**src/include/phi_pkg.sv**
```systemverilog
package phi_pkg;

  // Register byte offsets on the APB slave.
  localparam logic [11:0] PHI_OFF_CTRL = 12'h000;
  localparam logic [11:0] PHI_OFF_EVENT = 12'h004;
  localparam logic [11:0] PHI_OFF_STATUS = 12'h008;
  localparam logic [11:0] PHI_OFF_MSGCNT = 12'h00C;

  // Control register fields.
  localparam int PHI_CTRL_PWR_LSB = 0;
  localparam int PHI_CTRL_PME_BIT = 2;
  localparam int PHI_CTRL_MSI_BIT = 3;
  localparam int PHI_CTRL_MSIX_BIT = 4;
  localparam int PHI_CTRL_INTXDIS_BIT = 5;
  localparam int PHI_CTRL_MMEN_LSB = 6;
  localparam logic [8:0] PHI_CTRL_RESET = 9'h000;

  // Event register strobes, write-only.
  localparam int PHI_EVT_TURNOFF_BIT = 0;
  localparam int PHI_EVT_LINKUP_BIT = 1;
  localparam int PHI_EVT_LINKDOWN_BIT = 2;

  // Status register fields.
  localparam int PHI_STS_LINK_LSB = 0;
  localparam int PHI_STS_TO_LSB = 2;
  localparam int PHI_STS_WAKE_BIT = 4;
  localparam int PHI_STS_ACK_BIT = 5;
  localparam int PHI_STS_BLK_BIT = 6;
  localparam int PHI_STS_UNSUP_BIT = 7;
  localparam int PHI_STS_INTA_BIT = 8;
  localparam int PHI_STS_PKT_BIT = 9;
  localparam logic [3:0] PHI_STICKY_RESET = 4'h0;
  localparam logic [15:0] PHI_CNT_RESET = 16'h0000;

  localparam logic [7:0] PHI_INTA_VECTOR = 8'h00;
  localparam logic [2:0] PHI_MM_CAP_DEFAULT = 3'h5;

  typedef enum logic [1:0] {
    PHI_PWR_D0 = 2'b00,
    PHI_PWR_D1 = 2'b01,
    PHI_PWR_D2 = 2'b10,
    PHI_PWR_D3HOT = 2'b11
  } phi_pwr_t;

  typedef enum logic [1:0] {
    PHI_LINK_DOWN = 2'b00,
    PHI_LINK_L0 = 2'b01,
    PHI_LINK_L1 = 2'b11,
    PHI_LINK_L3 = 2'b10
  } phi_link_t;

  typedef enum logic [1:0] {
    PHI_TO_IDLE = 2'b00,
    PHI_TO_REQ = 2'b01,
    PHI_TO_ACK = 2'b11,
    PHI_TO_OFF = 2'b10
  } phi_to_t;

endpackage : phi_pkg

```
**src/include/phi_irq_if.sv**
```systemverilog
`timescale 1ns/1ps
`default_nettype none
interface phi_irq_if;
  logic enable;
  logic closed;
  logic msi_en;
  logic msix_en;
  logic intx_dis;
  logic [2:0] mmen;
  logic rdy;
  logic intx_send;
  logic intx_assert;
  logic msi_send;
  logic [7:0] msi_data;
  logic blocked;
  logic unsup;

  modport ctl (
    output enable, closed, msi_en, msix_en, intx_dis, mmen,
    input rdy, intx_send, intx_assert, msi_send, msi_data, blocked, unsup
  );
  modport irq (
    input enable, closed, msi_en, msix_en, intx_dis, mmen,
    output rdy, intx_send, intx_assert, msi_send, msi_data, blocked, unsup
  );
endinterface : phi_irq_if
`default_nettype wire

```
**src/logic/phi_irq_ctrl.sv**
```systemverilog
`timescale 1ns/1ps
`default_nettype none
module phi_irq_ctrl
  import phi_pkg::*;
#(
  parameter logic [2:0] MM_CAPABLE = PHI_MM_CAP_DEFAULT
) (
  input wire logic clk,
  input wire logic reset_n,
  input wire logic intr_req_low,
  input wire logic intr_assert_low,
  input wire logic [7:0] intr_di,
  phi_irq_if.irq bus
);

  logic rdy_r;
  logic intx_send_r;
  logic intx_assert_r;
  logic msi_send_r;
  logic [7:0] msi_data_r;
  logic blocked_r;
  logic unsup_r;

  // A request held low after its accept is a new interrupt, so accept never fires twice in a row.
  wire take = bus.enable && !bus.closed && !intr_req_low && !rdy_r; // RL20 RL21 RL14
  wire legacy = !bus.msi_en; // RL16 RL17
  wire intx_ok = legacy && !bus.intx_dis && (intr_di == PHI_INTA_VECTOR); // RL19
  wire [2:0] mm_lim = (bus.mmen < MM_CAPABLE) ? bus.mmen : MM_CAPABLE;
  wire [8:0] mm_one = 9'h001 << mm_lim;
  wire [7:0] mm_mask = mm_one[7:0] - 8'h01;

  always_ff @(posedge clk) begin
    if (!reset_n) begin
      rdy_r <= 1'b0;
      intx_send_r <= 1'b0;
      intx_assert_r <= 1'b0;
      msi_send_r <= 1'b0;
      msi_data_r <= 8'h00;
      blocked_r <= 1'b0;
      unsup_r <= 1'b0;
    end else begin
      rdy_r <= take; // RL20 RL22
      intx_send_r <= take && intx_ok; // RL16
      intx_assert_r <= (take && intx_ok) ? !intr_assert_low : intx_assert_r;
      msi_send_r <= take && bus.msi_en; // RL16 RL18
      msi_data_r <= take ? (intr_di & mm_mask) : msi_data_r;
      blocked_r <= take && legacy && bus.intx_dis; // RL19
      unsup_r <= take && legacy && !bus.intx_dis && (intr_di != PHI_INTA_VECTOR);
    end
  end

  assign bus.rdy = rdy_r;
  assign bus.intx_send = intx_send_r;
  assign bus.intx_assert = intx_assert_r;
  assign bus.msi_send = msi_send_r;
  assign bus.msi_data = msi_data_r;
  assign bus.blocked = blocked_r;
  assign bus.unsup = unsup_r;
endmodule : phi_irq_ctrl
`default_nettype wire

```
**src/logic/phi_pm_irq.sv**
```systemverilog
// Functional notes
// RL1 - L0s entry and exit happen inside the link layer, invisible to user logic.
// RL2 - Link states L0, L1 and L3 are supported, moved by the upstream side.
// RL3 - L0 is entered only after link training completes.
// RL4 - The programmed function power state is shown on a two-bit output.
// RL5 - Outside D0 transmit ready drops, but a packet already started finishes.
// RL6 - Endpoint user logic sends no new requests outside D0, completions allowed.
// RL7 - Root port user logic should send no new requests outside D0.
// RL8 - The link enters L1 by packet exchange without user involvement.
// RL9 - Wake requests outside D0 are honoured only when PME enable is set.
// RL10 - A turn-off message raises the turn-off request and starts polling acknowledge.
// RL11 - The turn-off request stays asserted until user acknowledge arrives.
// RL12 - User logic finishes its packet, then acknowledges turn-off irrevocably.
// RL13 - After the handshake an acknowledge message goes out and all layers close.
// RL14 - Interrupt requests exist only in an endpoint build.
// RL15 - MSI and MSI-X enable are mirrored out; only the upstream side writes them.
// RL16 - Both enables clear sends INTx only; MSI enable alone sends MSI only.
// RL17 - With MSI-X enable, the request port still sends INTx or MSI.
// RL18 - The interrupt controller never produces MSI-X messages.
// RL19 - Legacy interrupts are blocked while the interrupt disable bit is set.
// RL20 - An active-low request is held until the active-low ready accepts it.
// RL21 - User logic releases the request the cycle after accept unless another follows.
// RL22 - Handshake signals are active low and synchronous to the clock.
`timescale 1ns/1ps
`default_nettype none
module phi_pm_irq
  import phi_pkg::*;
#(
  parameter bit IS_ENDPOINT = 1'b1,
  parameter logic [2:0] MM_CAPABLE = PHI_MM_CAP_DEFAULT
) (
  input wire logic clk,
  input wire logic reset_n,
  input wire logic psel,
  input wire logic penable,
  input wire logic pwrite,
  input wire logic [11:0] paddr,
  input wire logic [31:0] pwdata,
  output logic [31:0] prdata,
  output logic pready,
  output logic pslverr,
  output logic [1:0] power_state,
  output logic pme_enable,
  output logic [1:0] link_state,
  input wire logic tx_src_rdy_low,
  input wire logic tx_sof_low,
  input wire logic tx_eof_low,
  output logic tx_dst_rdy_low,
  input wire logic wake_request_low,
  output logic pme_msg_send,
  output logic turnoff_request_low,
  input wire logic turnoff_ok_low,
  output logic turnoff_ack_send,
  output logic layers_disabled,
  input wire logic intr_req_low,
  input wire logic intr_assert_low,
  input wire logic [7:0] intr_di,
  output logic intr_rdy_low,
  output logic msi_enable,
  output logic msix_enable,
  output logic [2:0] mmenable,
  output logic intx_msg_send,
  output logic intx_msg_assert,
  output logic msi_msg_send,
  output logic [7:0] msi_msg_data
);

  // APB decode.
  wire setup = psel && !penable;
  wire access = psel && penable;
  wire hit_ctrl = (paddr == PHI_OFF_CTRL);
  wire hit_event = (paddr == PHI_OFF_EVENT);
  wire hit_status = (paddr == PHI_OFF_STATUS);
  wire hit_cnt = (paddr == PHI_OFF_MSGCNT);
  wire hit_any = hit_ctrl || hit_event || hit_status || hit_cnt;
  wire wr = access && pwrite && hit_any;
  wire wr_ctrl = wr && hit_ctrl;
  wire wr_event = wr && hit_event;
  wire wr_status = wr && hit_status;

  // The control register stands for the configuration space that only the upstream side writes.
  logic [8:0] ctrl_r;
  logic [8:0] ctrl_nxt;
  wire [1:0] pwr = ctrl_r[PHI_CTRL_PWR_LSB +: 2];
  wire non_d0 = (pwr != PHI_PWR_D0);

  always_comb begin
    ctrl_nxt = ctrl_r;
    if (wr_ctrl) begin
      ctrl_nxt = pwdata[8:0]; // RL15
    end
  end

  always_ff @(posedge clk) begin
    if (!reset_n) begin
      ctrl_r <= PHI_CTRL_RESET;
    end else begin
      ctrl_r <= ctrl_nxt;
    end
  end

  assign power_state = pwr; // RL4
  assign pme_enable = ctrl_r[PHI_CTRL_PME_BIT];
  assign msi_enable = ctrl_r[PHI_CTRL_MSI_BIT]; // RL15
  assign msix_enable = ctrl_r[PHI_CTRL_MSIX_BIT]; // RL15
  assign mmenable = ctrl_r[PHI_CTRL_MMEN_LSB +: 3];

  wire evt_turnoff = wr_event && pwdata[PHI_EVT_TURNOFF_BIT];
  wire evt_linkup = wr_event && pwdata[PHI_EVT_LINKUP_BIT];
  wire evt_linkdown = wr_event && pwdata[PHI_EVT_LINKDOWN_BIT];

  // Turn-off handshake.
  phi_to_t to_r;
  phi_to_t to_nxt;

  always_comb begin
    to_nxt = to_r;
    case (to_r)
      PHI_TO_IDLE: begin
        if (evt_turnoff) begin
          to_nxt = PHI_TO_REQ; // RL10
        end
      end
      PHI_TO_REQ: begin
        // User logic has drained its packets before it acknowledges.
        if (!turnoff_ok_low) begin
          to_nxt = PHI_TO_ACK; // RL11 RL12
        end
      end
      PHI_TO_ACK: to_nxt = PHI_TO_OFF; // RL13
      PHI_TO_OFF: to_nxt = PHI_TO_OFF;
      default: to_nxt = PHI_TO_IDLE;
    endcase
  end

  logic to_req_low_r;
  logic ack_send_r;
  logic off_r;

  always_ff @(posedge clk) begin
    if (!reset_n) begin
      to_r <= PHI_TO_IDLE;
      to_req_low_r <= 1'b1;
      ack_send_r <= 1'b0;
      off_r <= 1'b0;
    end else begin
      to_r <= to_nxt;
      to_req_low_r <= (to_nxt != PHI_TO_REQ); // RL11 RL22
      ack_send_r <= (to_nxt == PHI_TO_ACK); // RL13
      off_r <= (to_nxt == PHI_TO_OFF); // RL13
    end
  end

  assign turnoff_request_low = to_req_low_r;
  assign turnoff_ack_send = ack_send_r;
  assign layers_disabled = off_r;

  // Programmed link state; L0s is handled below this block and never shows here.
  phi_link_t link_r;
  phi_link_t link_nxt;

  always_comb begin
    link_nxt = link_r;
    case (link_r)
      PHI_LINK_DOWN: begin
        if (evt_linkup) begin
          link_nxt = PHI_LINK_L0; // RL3 RL1
        end
      end
      PHI_LINK_L0: begin
        if (non_d0) begin
          link_nxt = PHI_LINK_L1; // RL2 RL8
        end
      end
      PHI_LINK_L1: begin
        if (!non_d0) begin
          link_nxt = PHI_LINK_L0; // RL2
        end
      end
      PHI_LINK_L3: link_nxt = PHI_LINK_L3;
      default: link_nxt = PHI_LINK_DOWN;
    endcase
    if (evt_linkdown && link_r != PHI_LINK_L3) begin
      link_nxt = PHI_LINK_DOWN;
    end
    if (to_nxt == PHI_TO_OFF) begin
      link_nxt = PHI_LINK_L3; // RL2 RL13
    end
  end

  always_ff @(posedge clk) begin
    if (!reset_n) begin
      link_r <= PHI_LINK_DOWN;
    end else begin
      link_r <= link_nxt;
    end
  end

  assign link_state = link_r;

  // Transmit throttle: a packet already under way outside D0 is still taken to its end.
  logic in_pkt_r;
  wire tx_open = (!non_d0 || in_pkt_r) && !off_r; // RL5 RL13
  wire beat = !tx_src_rdy_low && tx_open;
  // A beat with no start while no packet is open is a stray and must not open a packet that keeps transmit ready outside D0.
  wire in_pkt_nxt = beat ? ((in_pkt_r || !tx_sof_low) && tx_eof_low) : in_pkt_r;

  always_ff @(posedge clk) begin
    if (!reset_n) begin
      in_pkt_r <= 1'b0;
    end else begin
      in_pkt_r <= in_pkt_nxt; // RL5
    end
  end

  assign tx_dst_rdy_low = !tx_open; // RL5 RL22

  // Wake: at most one PME message per falling edge of the request.
  logic wake_prev_r;
  logic pme_send_r;
  wire wake_edge = !wake_request_low && wake_prev_r;
  wire pme_go = wake_edge && non_d0 && pme_enable && !off_r; // RL9

  always_ff @(posedge clk) begin
    if (!reset_n) begin
      wake_prev_r <= 1'b1;
      pme_send_r <= 1'b0;
    end else begin
      wake_prev_r <= wake_request_low;
      pme_send_r <= pme_go; // RL9
    end
  end

  assign pme_msg_send = pme_send_r;

  // Interrupt request controller.
  phi_irq_if irq_bus ();

  assign irq_bus.enable = IS_ENDPOINT; // RL14
  assign irq_bus.closed = off_r;
  assign irq_bus.msi_en = msi_enable;
  assign irq_bus.msix_en = msix_enable; // RL17
  assign irq_bus.intx_dis = ctrl_r[PHI_CTRL_INTXDIS_BIT]; // RL19
  assign irq_bus.mmen = mmenable;

  phi_irq_ctrl #(
    .MM_CAPABLE(MM_CAPABLE)
  ) u_irq (
    .clk(clk),
    .reset_n(reset_n),
    .intr_req_low(intr_req_low),
    .intr_assert_low(intr_assert_low),
    .intr_di(intr_di),
    .bus(irq_bus)
  );

  assign intr_rdy_low = !irq_bus.rdy; // RL20 RL22
  assign intx_msg_send = irq_bus.intx_send;
  assign intx_msg_assert = irq_bus.intx_assert;
  assign msi_msg_send = irq_bus.msi_send; // RL18
  assign msi_msg_data = irq_bus.msi_data;

  // Sticky status, cleared by writing one; a new event in the clearing cycle wins.
  logic [3:0] sticky_r;
  wire [3:0] sticky_set = {irq_bus.unsup, irq_bus.blocked, ack_send_r, pme_send_r};
  wire [3:0] sticky_clr = wr_status ? pwdata[PHI_STS_UNSUP_BIT:PHI_STS_WAKE_BIT] : 4'h0;

  logic [15:0] irq_cnt_r;
  logic [15:0] pm_cnt_r;
  wire irq_sent = irq_bus.intx_send || irq_bus.msi_send;
  wire [15:0] pm_inc = {15'h0000, pme_send_r} + {15'h0000, ack_send_r};

  always_ff @(posedge clk) begin
    if (!reset_n) begin
      sticky_r <= PHI_STICKY_RESET;
      irq_cnt_r <= PHI_CNT_RESET;
      pm_cnt_r <= PHI_CNT_RESET;
    end else begin
      sticky_r <= (sticky_r & ~sticky_clr) | sticky_set;
      irq_cnt_r <= irq_cnt_r + {15'h0000, irq_sent};
      pm_cnt_r <= pm_cnt_r + pm_inc;
    end
  end

  wire [31:0] status_word = {22'h000000, in_pkt_r, irq_bus.intx_assert, sticky_r, to_r, link_r};
  wire [31:0] read_word = hit_ctrl ? {23'h000000, ctrl_r} :
                          hit_status ? status_word :
                          hit_cnt ? {pm_cnt_r, irq_cnt_r} : 32'h0000_0000;

  // Read data is captured in the setup cycle, so the slave answers with no wait state.
  logic [31:0] prdata_r;

  always_ff @(posedge clk) begin
    if (!reset_n) begin
      prdata_r <= 32'h0000_0000;
    end else if (setup) begin
      prdata_r <= pwrite ? 32'h0000_0000 : read_word;
    end
  end

  assign prdata = prdata_r;
  assign pready = 1'b1;
  assign pslverr = access && !hit_any;
endmodule : phi_pm_irq
`default_nettype wire

```
**config.mk**
```make
export PLATFORM = sky130hd
export DESIGN_NAME = phi_pm_irq
export DESIGN_NICKNAME = d
export VERILOG_FILES = /design/src/include/phi_pkg.sv /design/src/include/phi_irq_if.sv /design/src/logic/phi_irq_ctrl.sv /design/src/logic/phi_pm_irq.sv
export SDC_FILE = /design/constraint.sdc
export NUM_CORES = 1
export LEC_CHECK = 0
export BUFFER_PORTS_ARGS = -buffer_cell sky130_fd_sc_hd__buf_2
export CAP_MARGIN = 20
export CORE_MARGIN = 4
export CORE_UTILIZATION = 35
export CTS_CLUSTER_SIZE = 14
export DETAILED_ROUTE_END_ITERATION = 6
export PLACE_DENSITY_LB_ADDON = 0.3
export SLEW_MARGIN = 20
export SYNTH_ARGS = -nofsm -noshare
export SYNTH_HDL_FRONTEND = slang
export SYNTH_SLANG_ARGS = --single-unit
```
**constraint.sdc**
```tcl
create_clock -name clk -period 3.27 [get_ports clk]
set_clock_uncertainty 0.1 [all_clocks]
set_input_delay 0.654 -clock clk [delete_from_list [all_inputs] [get_ports clk]]
set_output_delay 0.654 -clock clk [all_outputs]
set_load 0.01 [all_outputs]
```
; ---- Yosys cells after proc, flatten, opt, wreduce, memory -nomap -nowiden
; Index checks and enable logic that the tools add are counted.
[totals]
input_bits = 64
reg_bits = 101
word_cells = 124
output_inout_bits = 61
[classes]
bitwise = 5
muxes = 15
n_shift = 1
addsub = 4
n_reduce_logical = 58
n_eq_ne = 19
magnitude_cmp = 1
[op_table]
columns = operator, count
row1 = $mux W32, 4
row2 = $logic_and A1 B1 Y1, 29
row3 = $eq A12 B4 Y1 const B, 2
row4 = $add A16 B1 Y16, 1
row5 = $add A16 B2 Y16, 1
row6 = $mux W2, 7
row7 = $logic_not A1 Y1, 13
row8 = $eq A12 B3 Y1 const B, 1
row9 = $eq A2 B2 Y1 const B, 6
row10 = $logic_not A12 Y1, 1
row11 = $ne A4 B4 Y1 const B, 3
row12 = $and A8 B8 Y8, 1
row13 = $logic_not A8 Y1, 1
row14 = $ne A2 B2 Y1 const B, 4
row15 = $pmux W2 S4, 1
row16 = $reduce_bool A8 Y1, 1
row17 = $shl A1 B3 Y8 const A, 1
row18 = $sub A8 B1 Y8 const B, 1
row19 = $logic_or A1 B1 Y1, 6
row20 = $pmux W2 S3, 1
row21 = $reduce_and A3 Y1, 2
row22 = $and A4 B4 Y4, 1
row23 = $eq A2 B1 Y1 const B, 2
row24 = $logic_not A2 Y1, 2
row25 = 11 further kinds, 11

; ---- Logic depth before layout (Yosys ltp)
[logic_depth]
ltp_word = 12
depth_mapped = 8
ltp_nobuf = 8

; ---- By module
; A second synthesis with hierarchy kept.
[hier_totals]
hier_cells = 471
area_unflattened_um2 = 4403.0
[modules_own_cells]
columns = mod, cells_each, seq_area_each_um2, area_per_inst_um2, instances
row1 = phi_pm_irq, 413, 1741.7, 3834.9, 1
row2 = phi_irq_ctrl, 58, 280.3, 568.0, 1

; ---- Least setup slack after synthesis
; No wires, ideal clock.
[synth_timing]
path_type = in2out
startpoint = input port paddr[7]
endpoint = output port pslverr
path_slack_ps = 1152
arrival_ps = 1364
path_stages = 3
required_time_ps = 2516
path_cell_list = nor4_4 -> nand3_2 -> and3_2
[synth_between]
elab_chain_len = 6
elab_cells_between_ends = 9
classes_between = eq/ne: 3 / reduce/logical: 6
[synth_rtl]
columns = element, line_no
row1 = "start, declared", phi_pm_irq.sv:37  ; input wire logic [11:0] paddr,
row2 = $eq A12 B3 Y1 or $logic_not A12 Y1 (tied branches), "phi_pm_irq.sv:72, phi_pm_irq.sv:71"
row3 = $logic_or A1 B1 Y1 (2 in series), phi_pm_irq.sv:75  ; wire hit_any = hit_ctrl || hit_event || hit_status || hit_cnt;
row4 = $logic_or A1 B1 Y1 *, phi_pm_irq.sv:75
row5 = $logic_not A1 Y1 *, phi_pm_irq.sv:303  ; assign pslverr = access && !hit_any;
row6 = $logic_and A1 B1 Y1 *, phi_pm_irq.sv:303
row7 = "end, declared", phi_pm_irq.sv:41  ; output logic pslverr,
; Mark *: on every way between the ends. The rest lies on a longest branch, timed or not.

; ---- Worst setup path after layout
; Ends and elaborated chain as after synthesis.

==> impl_metrics.toml <==
[logic_synthesis]
yosysSeqAreaShare_pct = 48.5
synthCells = 477
avgSynthCellArea_um2 = 8.75
ys_seq_elements = 101
synth_nets = 550
yosys_warnings = 0
synthesis.area_um2 = 4170
synth_edf_count = 0
synth_flop_cell = "dfxtp_1"
synth_cell_types = 50
ys_async_sr_fraction_pct = 0

[clock_tree]
cts_tree = "done"
clk_pin_slew_ns = 0.07
clock_sinks = 101
hold_buffers = 0
cts_buffer_depth = 2
clkLatencyLatePin_ns = 0.35
ctsRootBufferMaster = "clkbuf_16"
cts_buffers = 9
post_cts_resized = 0
postCtsSetupBuffers = 0
ctsHtreeMaxLevel = 3

[finish]
nFillCells = 1137
drive_above_1_share_pct = 23.0
fin_cells = 717
multi_input_area_um2 = 1960
regArea_um2 = 2020
final_nets = 642
synthToLayoutAreaGrowth_pct = 22.7
n_antenna_cell = 0

[global_routing]
grt-ovfl-total = 0
grt_usage_pct = 16.2
grt_pass1_vias = 3426
grt_pass1_wl_mm = 17.2
grt_max_degree = 71
antenna_found_initial = 1

[timing]
worstMarginPinSlew_ns = 0.912
hold_violations = 0
setup_viol = 0
relSlewSlack_pct = 38.7
max_freq_mhz = 404
fin_ws_ns = 0.796
rsz0062_at_grt = "no"
timing.final.max_slew_violations = 0
period_minus_slack_ns = 2.47
period_share_pct = 75.7
setup_tns_ns = 0

[place]
placed_cells = 701
hpwl_mm = 7.84
io_buffers = 100
gp_congestion = 0.841
post-place-ws_ns = 0.671

[pwr]
p_sw_share_pct = 21.3
p_leak_uw = 0.00212
seq_power_share_pct = 48.1
switching_power_uw = 546
vdd_drop_max_mv = 0.222
combPwrFrac_pct = 4.0
clkPwrFrac_pct = 47.9
power_per_cell_area_nw_per_um2 = 501
p_int_uw = 2020

[critical_path]
crit_type = "in -> out"
cpMostUsedCell = "buf_2"
cp.required_ns = 2.52
path_cells = "buf_2 > nor4_4 > nand3_2 > and3_2 > buf_2"
ff2ff_setup_slack_ns = 1.03
worst_path_max_delay_cell = "nor4_4"
worstSetupStartpointType = "input port"
crit_path_end_kind = "primary output"
slowest_delay_ns = 0.35
cp_top_family = "simple AND/OR/NAND/NOR gates"
critPathArrivalTime_ns = 1.72
worstPathMaxFanout = 4
worst-path-buf-inv = 2

[routing]
dr.pass1.iters = 4
drtIter0Drc = 140
drt-total-wl_mm = 10.6
wire_per_inst_um = 14.8
vias_per_cell = 5.05
via_count = 3623
drcViolationCount = 0
postRouteAntennaNets = 0

[outcome]
status = "completed"

[die]
initial_core_util_pct = 36.1
dieWidth_um = 117
die_h_um = 117
core_um2 = 11600
dieArea_um2 = 13700
io_pins = 125
rows = 39

[job]
maxCapViolations = 0

[min_path]
min_path_type = "reg -> reg"
-- kinds of logic (layout without fill, tap and decap cells) --
| family | after synthesis | count (layout) | share of synthesized area (%) |
|---|---|---|---|
| buffers and inverters | 45 | 142 | 4.65 |
| multiplexers | 6 | 6 | 1.47 |
| flip-flops | 101 | 101 | 48.5 |
| adder cells (fa/ha/maj) | 9 | 9 | 2.88 |
| XOR/XNOR | 26 | 26 | 5.46 |
| other | 1 | 1 | 0.0899 |
| AO/OA/AOI/OAI | 90 | 90 | 13.1 |
| AND/OR/NAND/NOR | 199 | 199 | 23.9 |
-- synth_stat cells (6+ instances only) --
cell type / instances / area share, %
o21ai_1: 10 / 1.2
clkbuf_1: 14 / 1.3
xnor2_1: 18 / 3.8
a22oi_1: 22 / 4.0
o21ai_0: 17 / 2.0
or3_1: 7 / 1.0
nor3_1: 17 / 2.0
nand3_1: 15 / 1.8
a21oi_1: 25 / 3.0
nand2_1: 50 / 4.5
and3_1: 7 / 1.0
nand2b_1: 6 / 0.90
dfxtp_1: 101 / 48
inv_1: 20 / 1.8
nor2_1: 66 / 5.9
ha_1: 8 / 2.4
xor2_1: 8 / 1.7
nand4_1: 7 / 1.0
-- worst paths after layout --
check                 end          from  cells after the start
min          pme_msg_send   wake_prev_r                      2
max               pslverr      paddr[7]                      5
min reg2reg  pme_msg_send   wake_prev_r                      2
max reg2reg  pm_cnt_r[11]  pme_msg_send                      6
-- final cells by class --
cell class	count	share of cell area, %
multi-input combinational	331	38.2
clock buffer	9	4.40
tap	143	3.49
clock inverter	7	2.37
sequential	101	39.5
inverter	21	1.54
timing repair buffer	105	10.5
-- worst register-to-register path, stage by stage (launching register included) --
cell     delay (ns)
dfxtp_1        0.42
inv_1          0.09
fa_1           0.44
and3b_1        0.36
nand4_1        0.24
or3_1          0.38
a21oi_1        0.14
-- cells in the final DEF, fill, tap and decap left out, drive strengths merged, types with 16 or more instances in the layout --
cell type	synthesis	routed
xnor2	18	18
nand3	16	16
nand2	50	50
a21oi	25	25
inv	21	23
nor3	17	17
o21ai	27	27
dfxtp	101	101
buf	9	105
a22oi	22	22
nor2	67	67
-- registers in the layout, indices dropped and copies added, names as in the netlist, 2 cells and up --
| register | cells |
|---|---|
| prdata | 32 |
| irq_cnt_r | 16 |
| pm_cnt_r | 16 |
| ctrl_r | 9 |
| u_irq.bus.msi_data | 8 |
| sticky_r | 4 |
| link_state | 2 |
| to_r | 2 |
-- per-layer routing --
layer	GRT usage, %	share of wire (%)	vias up
li1	-	-	1818
met3	3.91	5.5	15
met1	21.1	46	1701
met2	25.8	47	87
met4	6.19	1.7	2
met5	0	0.15	-
-- metrics by stage --
step | cell area [µm²] | power, µW | utilization (%) | hold slack (ns)
global route | 5120 | 2650 | 44.3 | 0.354
global placement | 4770 | 1360 | 41.3 | 0.323
detailed placement | 4770 | 1370 | 41.3 | 0.326
finish | 5120 | 2570 | 44.3 | 0.345
floorplan | 4170 | 1320 | - | 0.318
CTS | 5120 | 2600 | 44.3 | 0.345
-- power by group through the flow --
stage	logic, µW	clock network, µW	registers (µW)
global placement	101	0	1260
floorplan	54.8	0	1260
finish	102	1230	1240
global route	113	1300	1240
CTS	103	1260	1240
detailed placement	102	0	1260
Power figures use the tool's default switching activity.
